### config.mk
export PLATFORM = sky130hd
export DESIGN_NAME = ocs_octet_control_status
export DESIGN_NICKNAME = d
export VERILOG_FILES = /design/src/hw/ocs_pkg.sv /design/src/hw/ocs_octet_control_status.sv
export VERILOG_INCLUDE_DIRS = /design/src /design/src/hw
export SDC_FILE = /design/constraint.sdc
export NUM_CORES = 1
export LEC_CHECK = 0
export ABC_AREA = 1
export BUFFER_PORTS_ARGS = -buffer_cell sky130_fd_sc_hd__buf_4
export CAP_MARGIN = 15
export CORE_MARGIN = 3
export CORE_UTILIZATION = 35
export DETAILED_ROUTE_END_ITERATION = 8
export HOLD_SLACK_MARGIN = 0.03
export PLACE_DENSITY = 0.6
export RECOVER_POWER = 25
export SLEW_MARGIN = 10
export SYNTH_ARGS = -nofsm -noshare
export SYNTH_HDL_FRONTEND = slang
export SYNTH_SLANG_ARGS = --single-unit
### constraint.sdc
create_clock -name aclk -period 1.46 [get_ports aclk]
set_input_delay 0.292 -clock aclk [delete_from_list [all_inputs] [get_ports aclk]]
set_output_delay 0.292 -clock aclk [all_outputs]
set_load 0.02 [all_outputs]
### src/hw/ocs_defs.svh
// ocs_defs.svh: offsets, field positions, reset values and timing counts
// of the octet control/status block.
// assumes: included by bare name; holds definitions only.
`ifndef OCS_DEFS_SVH
`define OCS_DEFS_SVH

// ----------------------------------------------------------------------
// register indices (byte address is four times the index)
// ----------------------------------------------------------------------
`define OCS_CSR_IDX       8'h00
`define OCS_IRQ_STAT_IDX  8'h08
`define OCS_IRQ_CLR_IDX   8'h09
`define OCS_IRQ_EN_IDX    8'h0a
`define OCS_IND_LINE_IDX  8'h06

// ----------------------------------------------------------------------
// control/status field positions
// ----------------------------------------------------------------------
`define OCS_TX_READY_BIT  15
`define OCS_TX_IE_BIT     14
`define OCS_TX_LINE_HI    10
`define OCS_TX_LINE_LO    8
`define OCS_RX_AVAIL_BIT  7
`define OCS_RX_IE_BIT     6
`define OCS_MRST_BIT      5
`define OCS_IND_NUM_HI    4
`define OCS_IND_NUM_LO    3
`define OCS_IND_LINE_HI   2
`define OCS_IND_LINE_LO   0
`define OCS_CSR_RESET     16'h0000

// ----------------------------------------------------------------------
// interrupt status bits
// ----------------------------------------------------------------------
`define OCS_IRQ_NUM       4
`define OCS_IRQ_TX        0
`define OCS_IRQ_RX        1
`define OCS_IRQ_MRST_OK   2
`define OCS_IRQ_MRST_FAIL 3

// ----------------------------------------------------------------------
// timing and bus answers
// ----------------------------------------------------------------------
`define OCS_MRST_MAX_US   500
`define OCS_CLK_MHZ       100
`define OCS_RX_TMO_CYC    1000
`define OCS_RX_BURST      64
`define OCS_RESP_OKAY     2'h0
`define OCS_RESP_SLVERR   2'h2

`endif

### src/hw/ocs_pkg.sv
// ocs_pkg.sv: types shared by the octet control/status block.
// assumes: numeric constants live in ocs_defs.svh.
package ocs_pkg;

  // master reset sequencer states
  typedef enum logic [1:0] {
    OCS_MR_IDLE,
    OCS_MR_BUSY,
    OCS_MR_FAIL
  } ocs_mr_state_t;

  // software-visible fields of the control/status word
  typedef struct packed {
    logic       tx_ready;
    logic       tx_ie;
    logic [2:0] tx_line;
    logic       rx_ie;
    logic [1:0] ind_num;
    logic [2:0] ind_line;
  } ocs_csr_t;

  // register selected by a bus address
  typedef enum logic [2:0] {
    OCS_SEL_CSR,
    OCS_SEL_STAT,
    OCS_SEL_CLR,
    OCS_SEL_EN,
    OCS_SEL_NONE
  } ocs_sel_t;

endpackage

### src/hw/ocs_octet_control_status.sv
// ocs_octet_control_status.sv: control/status word of one octet of an eight-line
// serial multiplexer, reached over an axi4-lite slave.
// assumes: one clock aclk, synchronous active-low aresetn; the octet
// logic drives its event and self-test inputs synchronously to aclk.
//
// Chosen here: the register addresses and register access over AXI4-Lite.
`include "ocs_defs.svh"
`timescale 1ns/100ps
`default_nettype none

module ocs_octet_control_status #(
  parameter int ADDR_W      = 8,
  parameter int MRST_CYCLES = `OCS_MRST_MAX_US * `OCS_CLK_MHZ,
  parameter int RX_TMO      = `OCS_RX_TMO_CYC,
  parameter int RX_BURST    = `OCS_RX_BURST
) (
  input  wire logic              aclk,
  input  wire logic              aresetn,
  // axi4-lite slave
  input  wire logic [ADDR_W-1:0] s_axi_awaddr,
  input  wire logic              s_axi_awvalid,
  output logic                   s_axi_awready,
  input  wire logic [31:0]       s_axi_wdata,
  input  wire logic [3:0]        s_axi_wstrb,
  input  wire logic              s_axi_wvalid,
  output logic                   s_axi_wready,
  output logic [1:0]             s_axi_bresp,
  output logic                   s_axi_bvalid,
  input  wire logic              s_axi_bready,
  input  wire logic [ADDR_W-1:0] s_axi_araddr,
  input  wire logic              s_axi_arvalid,
  output logic                   s_axi_arready,
  output logic [31:0]            s_axi_rdata,
  output logic [1:0]             s_axi_rresp,
  output logic                   s_axi_rvalid,
  input  wire logic              s_axi_rready,
  // octet side
  input  wire logic              bus_init,
  input  wire logic              tx_last_moved,
  input  wire logic [2:0]        tx_last_line,
  input  wire logic              rx_silo_has_data,
  input  wire logic              rx_char_entered,
  input  wire logic              selftest_done,
  input  wire logic              selftest_pass,
  output logic                   octet_reset,
  output logic [1:0]             ind_reg_num,
  output logic [2:0]             ind_reg_line,
  output logic                   tx_vector_req,
  output logic                   rx_vector_req,
  output logic                   irq
);

  // ----------------------------------------------------------------------
  // elaboration checks
  // ----------------------------------------------------------------------
  if (ADDR_W < 6 || ADDR_W > 32) begin : g_bad_addr
    $error("ocs_octet_control_status: ADDR_W must be 6 to 32");
  end
  if (MRST_CYCLES < 2 || RX_TMO < 1 || RX_BURST < 1 || RX_BURST > 255) begin : g_bad_cnt
    $error("ocs_octet_control_status: counts out of range");
  end

  // ----------------------------------------------------------------------
  // address decode, shared by read and write paths
  // ----------------------------------------------------------------------
  function automatic ocs_pkg::ocs_sel_t sel_of(input logic [ADDR_W-1:0] a);
    logic [ADDR_W-3:0] idx;
    idx = a[ADDR_W-1:2];
    if (a[1:0] != 2'h0)
      sel_of = ocs_pkg::OCS_SEL_NONE;
    else if (idx == (ADDR_W-2)'(`OCS_CSR_IDX))
      sel_of = ocs_pkg::OCS_SEL_CSR;
    else if (idx == (ADDR_W-2)'(`OCS_IRQ_STAT_IDX))
      sel_of = ocs_pkg::OCS_SEL_STAT;
    else if (idx == (ADDR_W-2)'(`OCS_IRQ_CLR_IDX))
      sel_of = ocs_pkg::OCS_SEL_CLR;
    else if (idx == (ADDR_W-2)'(`OCS_IRQ_EN_IDX))
      sel_of = ocs_pkg::OCS_SEL_EN;
    else
      sel_of = ocs_pkg::OCS_SEL_NONE;
  endfunction

  // ----------------------------------------------------------------------
  // state
  // ----------------------------------------------------------------------
  ocs_pkg::ocs_csr_t      csr;
  ocs_pkg::ocs_mr_state_t mr_state;
  logic [ADDR_W-1:0]      aw_addr;
  logic                   aw_held;
  logic [31:0]            w_data;
  logic [3:0]             w_strb;
  logic                   w_held;
  logic                   rx_avail;
  logic [$clog2(RX_TMO+1)-1:0]   rx_tmo_cnt;
  logic                   rx_tmo_hit;
  logic [7:0]             rx_char_cnt;
  logic                   rx_burst_hit;
  logic [$clog2(MRST_CYCLES+1)-1:0] mr_cnt;
  logic [`OCS_IRQ_NUM-1:0] irq_stat;
  logic [`OCS_IRQ_NUM-1:0] irq_en;
  logic [`OCS_IRQ_NUM-1:0] irq_event;

  // ----------------------------------------------------------------------
  // bus handshakes and strobes
  // ----------------------------------------------------------------------
  logic              wr_fire;
  ocs_pkg::ocs_sel_t wr_sel;
  logic              rd_fire;
  ocs_pkg::ocs_sel_t rd_sel;
  logic              csr_wr;
  logic              csr_rd;
  logic              mr_start;
  logic              mr_ok;
  logic              mr_bad;
  logic              rx_req_now;
  logic [15:0]       csr_word;

  assign wr_fire  = aw_held && w_held && !s_axi_bvalid;
  assign wr_sel   = sel_of(aw_addr);
  assign rd_fire  = s_axi_arvalid && s_axi_arready;
  assign rd_sel   = sel_of(s_axi_araddr);
  // a control/status write landing mid-reset does nothing at all
  assign csr_wr   = wr_fire && wr_sel == ocs_pkg::OCS_SEL_CSR
                    && mr_state != ocs_pkg::OCS_MR_BUSY;
  assign csr_rd   = rd_fire && rd_sel == ocs_pkg::OCS_SEL_CSR;
  assign mr_start = csr_wr && w_strb[0] && w_data[`OCS_MRST_BIT];
  // a missing self-test answer by the deadline counts as a failure
  assign mr_bad   = mr_state == ocs_pkg::OCS_MR_BUSY
                    && ((selftest_done && !selftest_pass)
                        || (!selftest_done && mr_cnt == '0));
  assign mr_ok    = mr_state == ocs_pkg::OCS_MR_BUSY && selftest_done && selftest_pass;
  assign rx_req_now = csr.rx_ie && (rx_tmo_hit || rx_burst_hit);

  // bits 13, 12 and 11 have no storage here and read as zero
  assign csr_word = {csr.tx_ready, csr.tx_ie, 2'h0, 1'b0, csr.tx_line,
                     rx_avail, csr.rx_ie, mr_state != ocs_pkg::OCS_MR_IDLE,
                     csr.ind_num, csr.ind_line};

  // ----------------------------------------------------------------------
  // write address and data channels
  // ----------------------------------------------------------------------
  // ready is a one-cycle pulse so every output stays a flop
  always_ff @(posedge aclk) begin
    if (!aresetn) begin
      s_axi_awready <= 1'b0;
      aw_held       <= 1'b0;
      aw_addr       <= '0;
    end else begin
      s_axi_awready <= s_axi_awvalid && !s_axi_awready && !aw_held && !s_axi_bvalid;
      if (s_axi_awvalid && s_axi_awready) begin
        aw_held <= 1'b1;
        aw_addr <= s_axi_awaddr;
      end else if (wr_fire) begin
        aw_held <= 1'b0;
      end
    end
  end

  always_ff @(posedge aclk) begin
    if (!aresetn) begin
      s_axi_wready <= 1'b0;
      w_held       <= 1'b0;
      w_data       <= '0;
      w_strb       <= '0;
    end else begin
      s_axi_wready <= s_axi_wvalid && !s_axi_wready && !w_held && !s_axi_bvalid;
      if (s_axi_wvalid && s_axi_wready) begin
        w_held <= 1'b1;
        w_data <= s_axi_wdata;
        w_strb <= s_axi_wstrb;
      end else if (wr_fire) begin
        w_held <= 1'b0;
      end
    end
  end

  // write response; unmapped offsets answer slverr
  always_ff @(posedge aclk) begin
    if (!aresetn) begin
      s_axi_bvalid <= 1'b0;
      s_axi_bresp  <= `OCS_RESP_OKAY;
    end else if (wr_fire) begin
      s_axi_bvalid <= 1'b1;
      s_axi_bresp  <= (wr_sel == ocs_pkg::OCS_SEL_NONE) ? `OCS_RESP_SLVERR : `OCS_RESP_OKAY;
    end else if (s_axi_bready) begin
      s_axi_bvalid <= 1'b0;
    end
  end

  // ----------------------------------------------------------------------
  // read channel
  // ----------------------------------------------------------------------
  always_ff @(posedge aclk) begin
    if (!aresetn) begin
      s_axi_arready <= 1'b0;
      s_axi_rvalid  <= 1'b0;
      s_axi_rdata   <= '0;
      s_axi_rresp   <= `OCS_RESP_OKAY;
    end else begin
      s_axi_arready <= s_axi_arvalid && !s_axi_arready && !s_axi_rvalid;
      if (rd_fire) begin
        s_axi_rvalid <= 1'b1;
        s_axi_rresp  <= `OCS_RESP_OKAY;
        case (rd_sel)
          ocs_pkg::OCS_SEL_CSR:  s_axi_rdata <= {16'h0000, csr_word};
          ocs_pkg::OCS_SEL_STAT: s_axi_rdata <= {28'h0000000, irq_stat};
          ocs_pkg::OCS_SEL_EN:   s_axi_rdata <= {28'h0000000, irq_en};
          ocs_pkg::OCS_SEL_CLR:  s_axi_rdata <= '0;
          default: begin
            s_axi_rdata <= '0;
            s_axi_rresp <= `OCS_RESP_SLVERR;
          end
        endcase
      end else if (s_axi_rready) begin
        s_axi_rvalid <= 1'b0;
      end
    end
  end

  // ----------------------------------------------------------------------
  // master reset sequencer
  // ----------------------------------------------------------------------
  // only this octet's logic sees octet_reset; other octets keep running
  always_ff @(posedge aclk) begin
    if (!aresetn) begin
      mr_state    <= ocs_pkg::OCS_MR_IDLE;
      mr_cnt      <= '0;
      octet_reset <= 1'b0;
    end else if (bus_init) begin
      mr_state    <= ocs_pkg::OCS_MR_IDLE;
      mr_cnt      <= '0;
      octet_reset <= 1'b0;
    end else begin
      case (mr_state)
        ocs_pkg::OCS_MR_IDLE, ocs_pkg::OCS_MR_FAIL: begin
          // a failed octet may be retried by a fresh write
          if (mr_start) begin
            mr_state    <= ocs_pkg::OCS_MR_BUSY;
            mr_cnt      <= ($bits(mr_cnt))'(MRST_CYCLES - 1);
            octet_reset <= 1'b1;
          end
        end
        ocs_pkg::OCS_MR_BUSY: begin
          mr_cnt <= mr_cnt - 1'b1;
          if (mr_ok) begin
            mr_state    <= ocs_pkg::OCS_MR_IDLE;
            octet_reset <= 1'b0;
          end else if (mr_bad) begin
            mr_state    <= ocs_pkg::OCS_MR_FAIL;
            octet_reset <= 1'b0;
          end
        end
        default: begin
          mr_state    <= ocs_pkg::OCS_MR_IDLE;
          octet_reset <= 1'b0;
        end
      endcase
    end
  end

  // ----------------------------------------------------------------------
  // control fields
  // ----------------------------------------------------------------------
  always_ff @(posedge aclk) begin
    if (!aresetn || bus_init || mr_start) begin
      csr.tx_ie    <= 1'b0;
      csr.rx_ie    <= 1'b0;
      csr.ind_num  <= 2'h0;
      csr.ind_line <= 3'h0;
    end else if (csr_wr) begin
      if (w_strb[1])
        csr.tx_ie <= w_data[`OCS_TX_IE_BIT];
      if (w_strb[0]) begin
        csr.rx_ie    <= w_data[`OCS_RX_IE_BIT];
        csr.ind_num  <= w_data[`OCS_IND_NUM_HI:`OCS_IND_NUM_LO];
        csr.ind_line <= w_data[`OCS_IND_LINE_HI:`OCS_IND_LINE_LO];
      end
    end
  end

  // transmit ready and its line; a new event beats a same-cycle read
  always_ff @(posedge aclk) begin
    if (!aresetn || bus_init || mr_start) begin
      csr.tx_ready <= 1'b0;
      csr.tx_line  <= 3'h0;
    end else if (tx_last_moved) begin
      csr.tx_ready <= 1'b1;
      csr.tx_line  <= tx_last_line;
    end else if (csr_rd) begin
      csr.tx_ready <= 1'b0;
      csr.tx_line  <= 3'h0;
    end
  end

  // ----------------------------------------------------------------------
  // receive side: availability, timeout and burst count
  // ----------------------------------------------------------------------
  always_ff @(posedge aclk) begin
    if (!aresetn || bus_init || mr_start || octet_reset)
      rx_avail <= 1'b0;
    else
      rx_avail <= rx_silo_has_data;
  end

  // timeout counts only while data waits; emptying rearms it
  always_ff @(posedge aclk) begin
    if (!aresetn || !rx_avail) begin
      rx_tmo_cnt <= '0;
      rx_tmo_hit <= 1'b0;
    end else if (rx_tmo_cnt == ($bits(rx_tmo_cnt))'(RX_TMO)) begin
      rx_tmo_hit <= 1'b1;
    end else begin
      rx_tmo_cnt <= rx_tmo_cnt + 1'b1;
    end
  end

  // burst hit holds until the silo drains or octet_reset clears it
  always_ff @(posedge aclk) begin
    if (!aresetn || octet_reset || !rx_silo_has_data) begin
      rx_char_cnt  <= 8'h00;
      rx_burst_hit <= 1'b0;
    end else if (rx_char_entered) begin
      if (rx_char_cnt == 8'(RX_BURST - 1)) begin
        rx_char_cnt  <= 8'h00;
        rx_burst_hit <= 1'b1;
      end else begin
        rx_char_cnt <= rx_char_cnt + 8'h01;
      end
    end
  end

  // ----------------------------------------------------------------------
  // vector requests
  // ----------------------------------------------------------------------
  always_ff @(posedge aclk) begin
    if (!aresetn) begin
      tx_vector_req <= 1'b0;
      rx_vector_req <= 1'b0;
    end else begin
      tx_vector_req <= csr.tx_ie && csr.tx_ready;
      rx_vector_req <= rx_req_now;
    end
  end

  // ----------------------------------------------------------------------
  // interrupt status, enable and line
  // ----------------------------------------------------------------------
  assign irq_event[`OCS_IRQ_TX]        = tx_last_moved && csr.tx_ie;
  assign irq_event[`OCS_IRQ_RX]        = rx_req_now && !rx_vector_req;
  assign irq_event[`OCS_IRQ_MRST_OK]   = mr_ok;
  assign irq_event[`OCS_IRQ_MRST_FAIL] = mr_bad;

  // sticky bits; an event beats a clear in the same cycle
  for (genvar i = 0; i < `OCS_IRQ_NUM; i++) begin : g_irq
    always_ff @(posedge aclk) begin
      if (!aresetn)
        irq_stat[i] <= 1'b0;
      else if (irq_event[i])
        irq_stat[i] <= 1'b1;
      else if (wr_fire && wr_sel == ocs_pkg::OCS_SEL_CLR && w_strb[0] && w_data[i])
        irq_stat[i] <= 1'b0;
    end
  end

  always_ff @(posedge aclk) begin
    if (!aresetn)
      irq_en <= '0;
    else if (wr_fire && wr_sel == ocs_pkg::OCS_SEL_EN && w_strb[0])
      irq_en <= w_data[`OCS_IRQ_NUM-1:0];
  end

  // one cycle behind status/enable, kept registered
  always_ff @(posedge aclk) begin
    if (!aresetn)
      irq <= 1'b0;
    else
      irq <= |(irq_stat & irq_en);
  end

  // ----------------------------------------------------------------------
  // indirect selectors out to the indirect register bank
  // ----------------------------------------------------------------------
  always_ff @(posedge aclk) begin
    if (!aresetn) begin
      ind_reg_num  <= 2'h0;
      ind_reg_line <= 3'h0;
    end else begin
      ind_reg_num  <= csr.ind_num;
      ind_reg_line <= csr.ind_line;
    end
  end

endmodule // ocs_octet_control_status

`default_nettype wire

==> flow_metrics.py <==
metrics = {
    "status": {
        "outcome": "complete, but fails checks",
        "violations": "setup timing",
    },
    "clocking": {
        "clk_pin_slew_ns": 0.07,
        "cts_tree": "yes",
        "cts_root_buffer": "clkbuf_16",
        "htreeDepth": 3,
        "max-clock-path-buffers": 2,
        "numCtsBuffers": 9,
        "clk_latency_ns": 0.35,
        "numClockSinks": 106,
    },
    "logic_synthesis": {
        "synthTopCellsByArea": "dfxtp_1, nand2_1, inv_1",
        "yosysTopAreaCell": "dfxtp_1",
        "synth-seq-cells": 106,
        "synth_top_cell_area_share_pct": 45.9,
        "yosysSeqAreaShare_pct": 45.9,
        "synth-edff-count": 0,
        "yosysWarnings": 0,
        "synthCells": 632,
        "ys.flop_type": "dfxtp_1",
        "synth_cell_types": 33,
        "syn_area_per_cell_sq_um": 7.31,
        "synth_area_sq_um": 4620,
        "synthArstFlopShare_pct": 0,
    },
    "critical_path": {
        "r2r-end": "mr_cnt[7]$_SDFFE_PP0P_",
        "cp_num_buf_inv": 1,
        "cp.arrival_ns": 1.79,
        "worstPathRequired_ns": 1.70,
        "endpoint_kind": "register",
        "rr_startpoint": "aw_addr[2]$_SDFFE_PN0P_",
        "critPathKind": "reg -> reg",
        "crit_chain": "nor2_4 > nand3_2 > nor2_2 > nand4_2 > nor2_4 > nand3_4 > clkbuf_16 > nand3_2 > a21oi_1",
        "r2r_slack_ns": -0.08,
        "path_delay_family": "simple AND/OR/NAND/NOR gates",
        "crit_cells": 9,
        "start_kind": "register",
        "crit_slowest_cell": "dfxtp_4",
        "worstPathMaxFanout": 5,
        "cpPeakStageDelay_ns": 0.37,
        "endpoint": "mr_cnt[7]$_SDFFE_PP0P_",
        "crit_start": "aw_addr[2]$_SDFFE_PN0P_",
        "r2r_cells": 9,
    },
    "pwr": {
        "power_density_nw_per_um2": 921,
        "ir_drop_v": 0.000526,
        "p_leak_nw": 2.72,
    },
    "sta": {
        "worst_pin_slew_ns": 1.00,
        "fin_crit_sh_pct": 106,
        "layout_min_cycle_time_ns": 1.54,
        "fin_hold_ws_ns": 0.179,
        "slew_violations": 0,
        "rsz0062_at_grt": "true",
        "final.setup.worst_slack_ns": -0.0847,
        "slew_headroom_pct": 33.3,
        "clock_skew_ns": 0.00674,
        "setup_tns_ns": -1.27,
        "timing.fmax_mhz": 647,
        "setup_viol": 29,
        "hold_violations": 0,
    },
    "grt": {
        "grt_pass1_wl_microns": 18100,
        "grt_usage_pct": 15.4,
        "grt_pass1_vias": 3918,
        "grt_antenna_before_repair": 0,
        "grt_overflow": 0,
        "grt_max_degree": 38,
    },
    "drt": {
        "vias": 4357,
        "drt_first_pass_iters": 5,
        "drt_iter0_markers": 279,
        "wl_per_cell_microns": 12.1,
        "vias_per_cell": 4.63,
        "drc": 0,
        "drt_wl_total_microns": 11400,
        "ant_nets": 0,
    },
    "final_layout": {
        "final_common_cell": "buf_4",
        "syn_to_final_growth_pct": 35.2,
        "layout_common_cells": "buf_4, nand2_1, dfxtp_1, inv_1, nor2_1",
        "fin_nets": 836,
        "final_cells": 941,
        "diodes": 0,
        "drive_above_1_share_pct": 29.1,
    },
    "die": {
        "die_width_microns": 121,
        "rows": 41,
        "core_area_sq_um": 12800,
        "boundaryPins": 118,
        "initial_core_util_pct": 36.2,
        "die_area_sq_um": 14600,
        "dieHeight_microns": 121,
    },
    "job": {
        "maxCapViolations": 0,
    },
    "place": {
        "port_buffers": 70,
        "place_congestion": 0.818,
        "dpl.hpwl_microns": 8320,
        "dp_cells": 913,
    },
    "worst_hold_path": {
        "min_path_type": "in -> reg",
    },
}
[tightest hold or removal path, delay by kind of cell]
family	cells	cell delay (ns)
buffers and inverters	1	0.11
AND/OR/NAND/NOR	2	0.08
[metrics by stage]
stage	util [%]	setup slack, ns	total power [mW]	cell area [sq um]
after CTS	47.1	-0.0503	5.82	6010
after global routing	48.9	-0.174	6.01	6250
final	48.9	-0.0847	5.76	6250
after detailed placement	44.3	-0.105	3.43	5660
after global placement	44.3	-0.0657	3.42	5660
after floorplan	-	-0.0515	3.29	4720
[routing by layer]
metal  part of all wire [%]  up-vias  global-route usage [%]
li1                       -     2270                       -
met1                     44     1988                    18.9
met2                     50       95                    26.0
met3                    5.5        4                    4.52
met4                   0.71        0                    4.60
met5                      0        -                       0
[cells in the mapped netlist (2+ instances only)]
library cell  instances
nor4_1                4
inv_2                 2
a21oi_2               2
xnor2_1               2
nor3_1               11
buf_6                 2
clkinv_1              2
buf_4                21
ha_1                  4
inv_1                79
nor2_1               76
a31oi_2               2
xor2_1                3
a31oi_1               3
o21ai_0              52
nor2_4                2
nand3_2               4
nor3b_1               2
nand3_1              41
nand4_1               9
clkbuf_1             11
a21oi_1              58
dfxtp_1             106
nand2_1             121
nor2_2                5
[worst min path at each step]
stage | from | endpoint | slack (ns) | cells past startpoint
floorplan | s_axi_arvalid | s_axi_arready$_SDFF_PN0_ | 0.41 | 2
finish | s_axi_arvalid | s_axi_arready$_SDFF_PN0_ | 0.18 | 3
detailed placement | s_axi_awready$_SDFF_PN0_ | s_axi_awready$_SDFF_PN0_ | 0.44 | 1
global route | s_axi_awvalid | s_axi_awready$_SDFF_PN0_ | 0.17 | 3
CTS | s_axi_awvalid | s_axi_awready$_SDFF_PN0_ | 0.16 | 3
global placement | s_axi_wready$_SDFF_PN0_ | s_axi_wready$_SDFF_PN0_ | 0.43 | 1
[power breakdown]
| part | internal, mW | total [mW] | switching (mW) |
|---|---|---|---|
| logic | 0.183 | 0.434 | 0.251 |
| clock network | 1.24 | 2.36 | 1.12 |
| registers | 2.93 | 2.97 | 0.0348 |
[layout make-up]
cell class | count | area, sq um
multi-input combinational | 428 | 2230
inverter | 83 | 317
tap | 172 | 215
sequential | 106 | 2140
clock buffer | 11 | 243
clock inverter | 5 | 47.5
fill | 1240 | 6520
timing repair buffer | 136 | 1060
[sequential cells by signal (all words and copies together) (netlist names), 2 cells and up]
name / flops
rx_char_cnt: 8
ind_reg_num: 2
w_strb: 2
s_axi_rdata: 13
ind_reg_line: 3
rx_tmo_cnt: 10
w_data: 8
csr: 11
aw_addr: 8
irq_en: 4
mr_cnt: 16
irq_stat: 4
[cells by family (layout without fill, tap and decap cells)]
| logic type | count (synthesis) | after routing | share of synthesized area, % |
|---|---|---|---|
| other cells | 1 | 21 | 0.0811 |
| xor+xnor | 5 | 5 | 0.948 |
| buf+inv | 118 | 235 | 11.6 |
| compound gates | 119 | 119 | 13.6 |
| fa+ha+maj | 4 | 4 | 1.08 |
| simple gates | 279 | 279 | 26.7 |
| flops | 106 | 106 | 45.9 |
[timing repair]
action / in CTS / in global routing
gates resized for setup: 22 / 49
hold buffers: 0 / 0
gates cloned: 0 / 1
endpoints found under the setup margin: 37 / 43
pin swaps: 10 / 18
setup buffers: 4 / 8
Power figures use the tool's default switching activity.
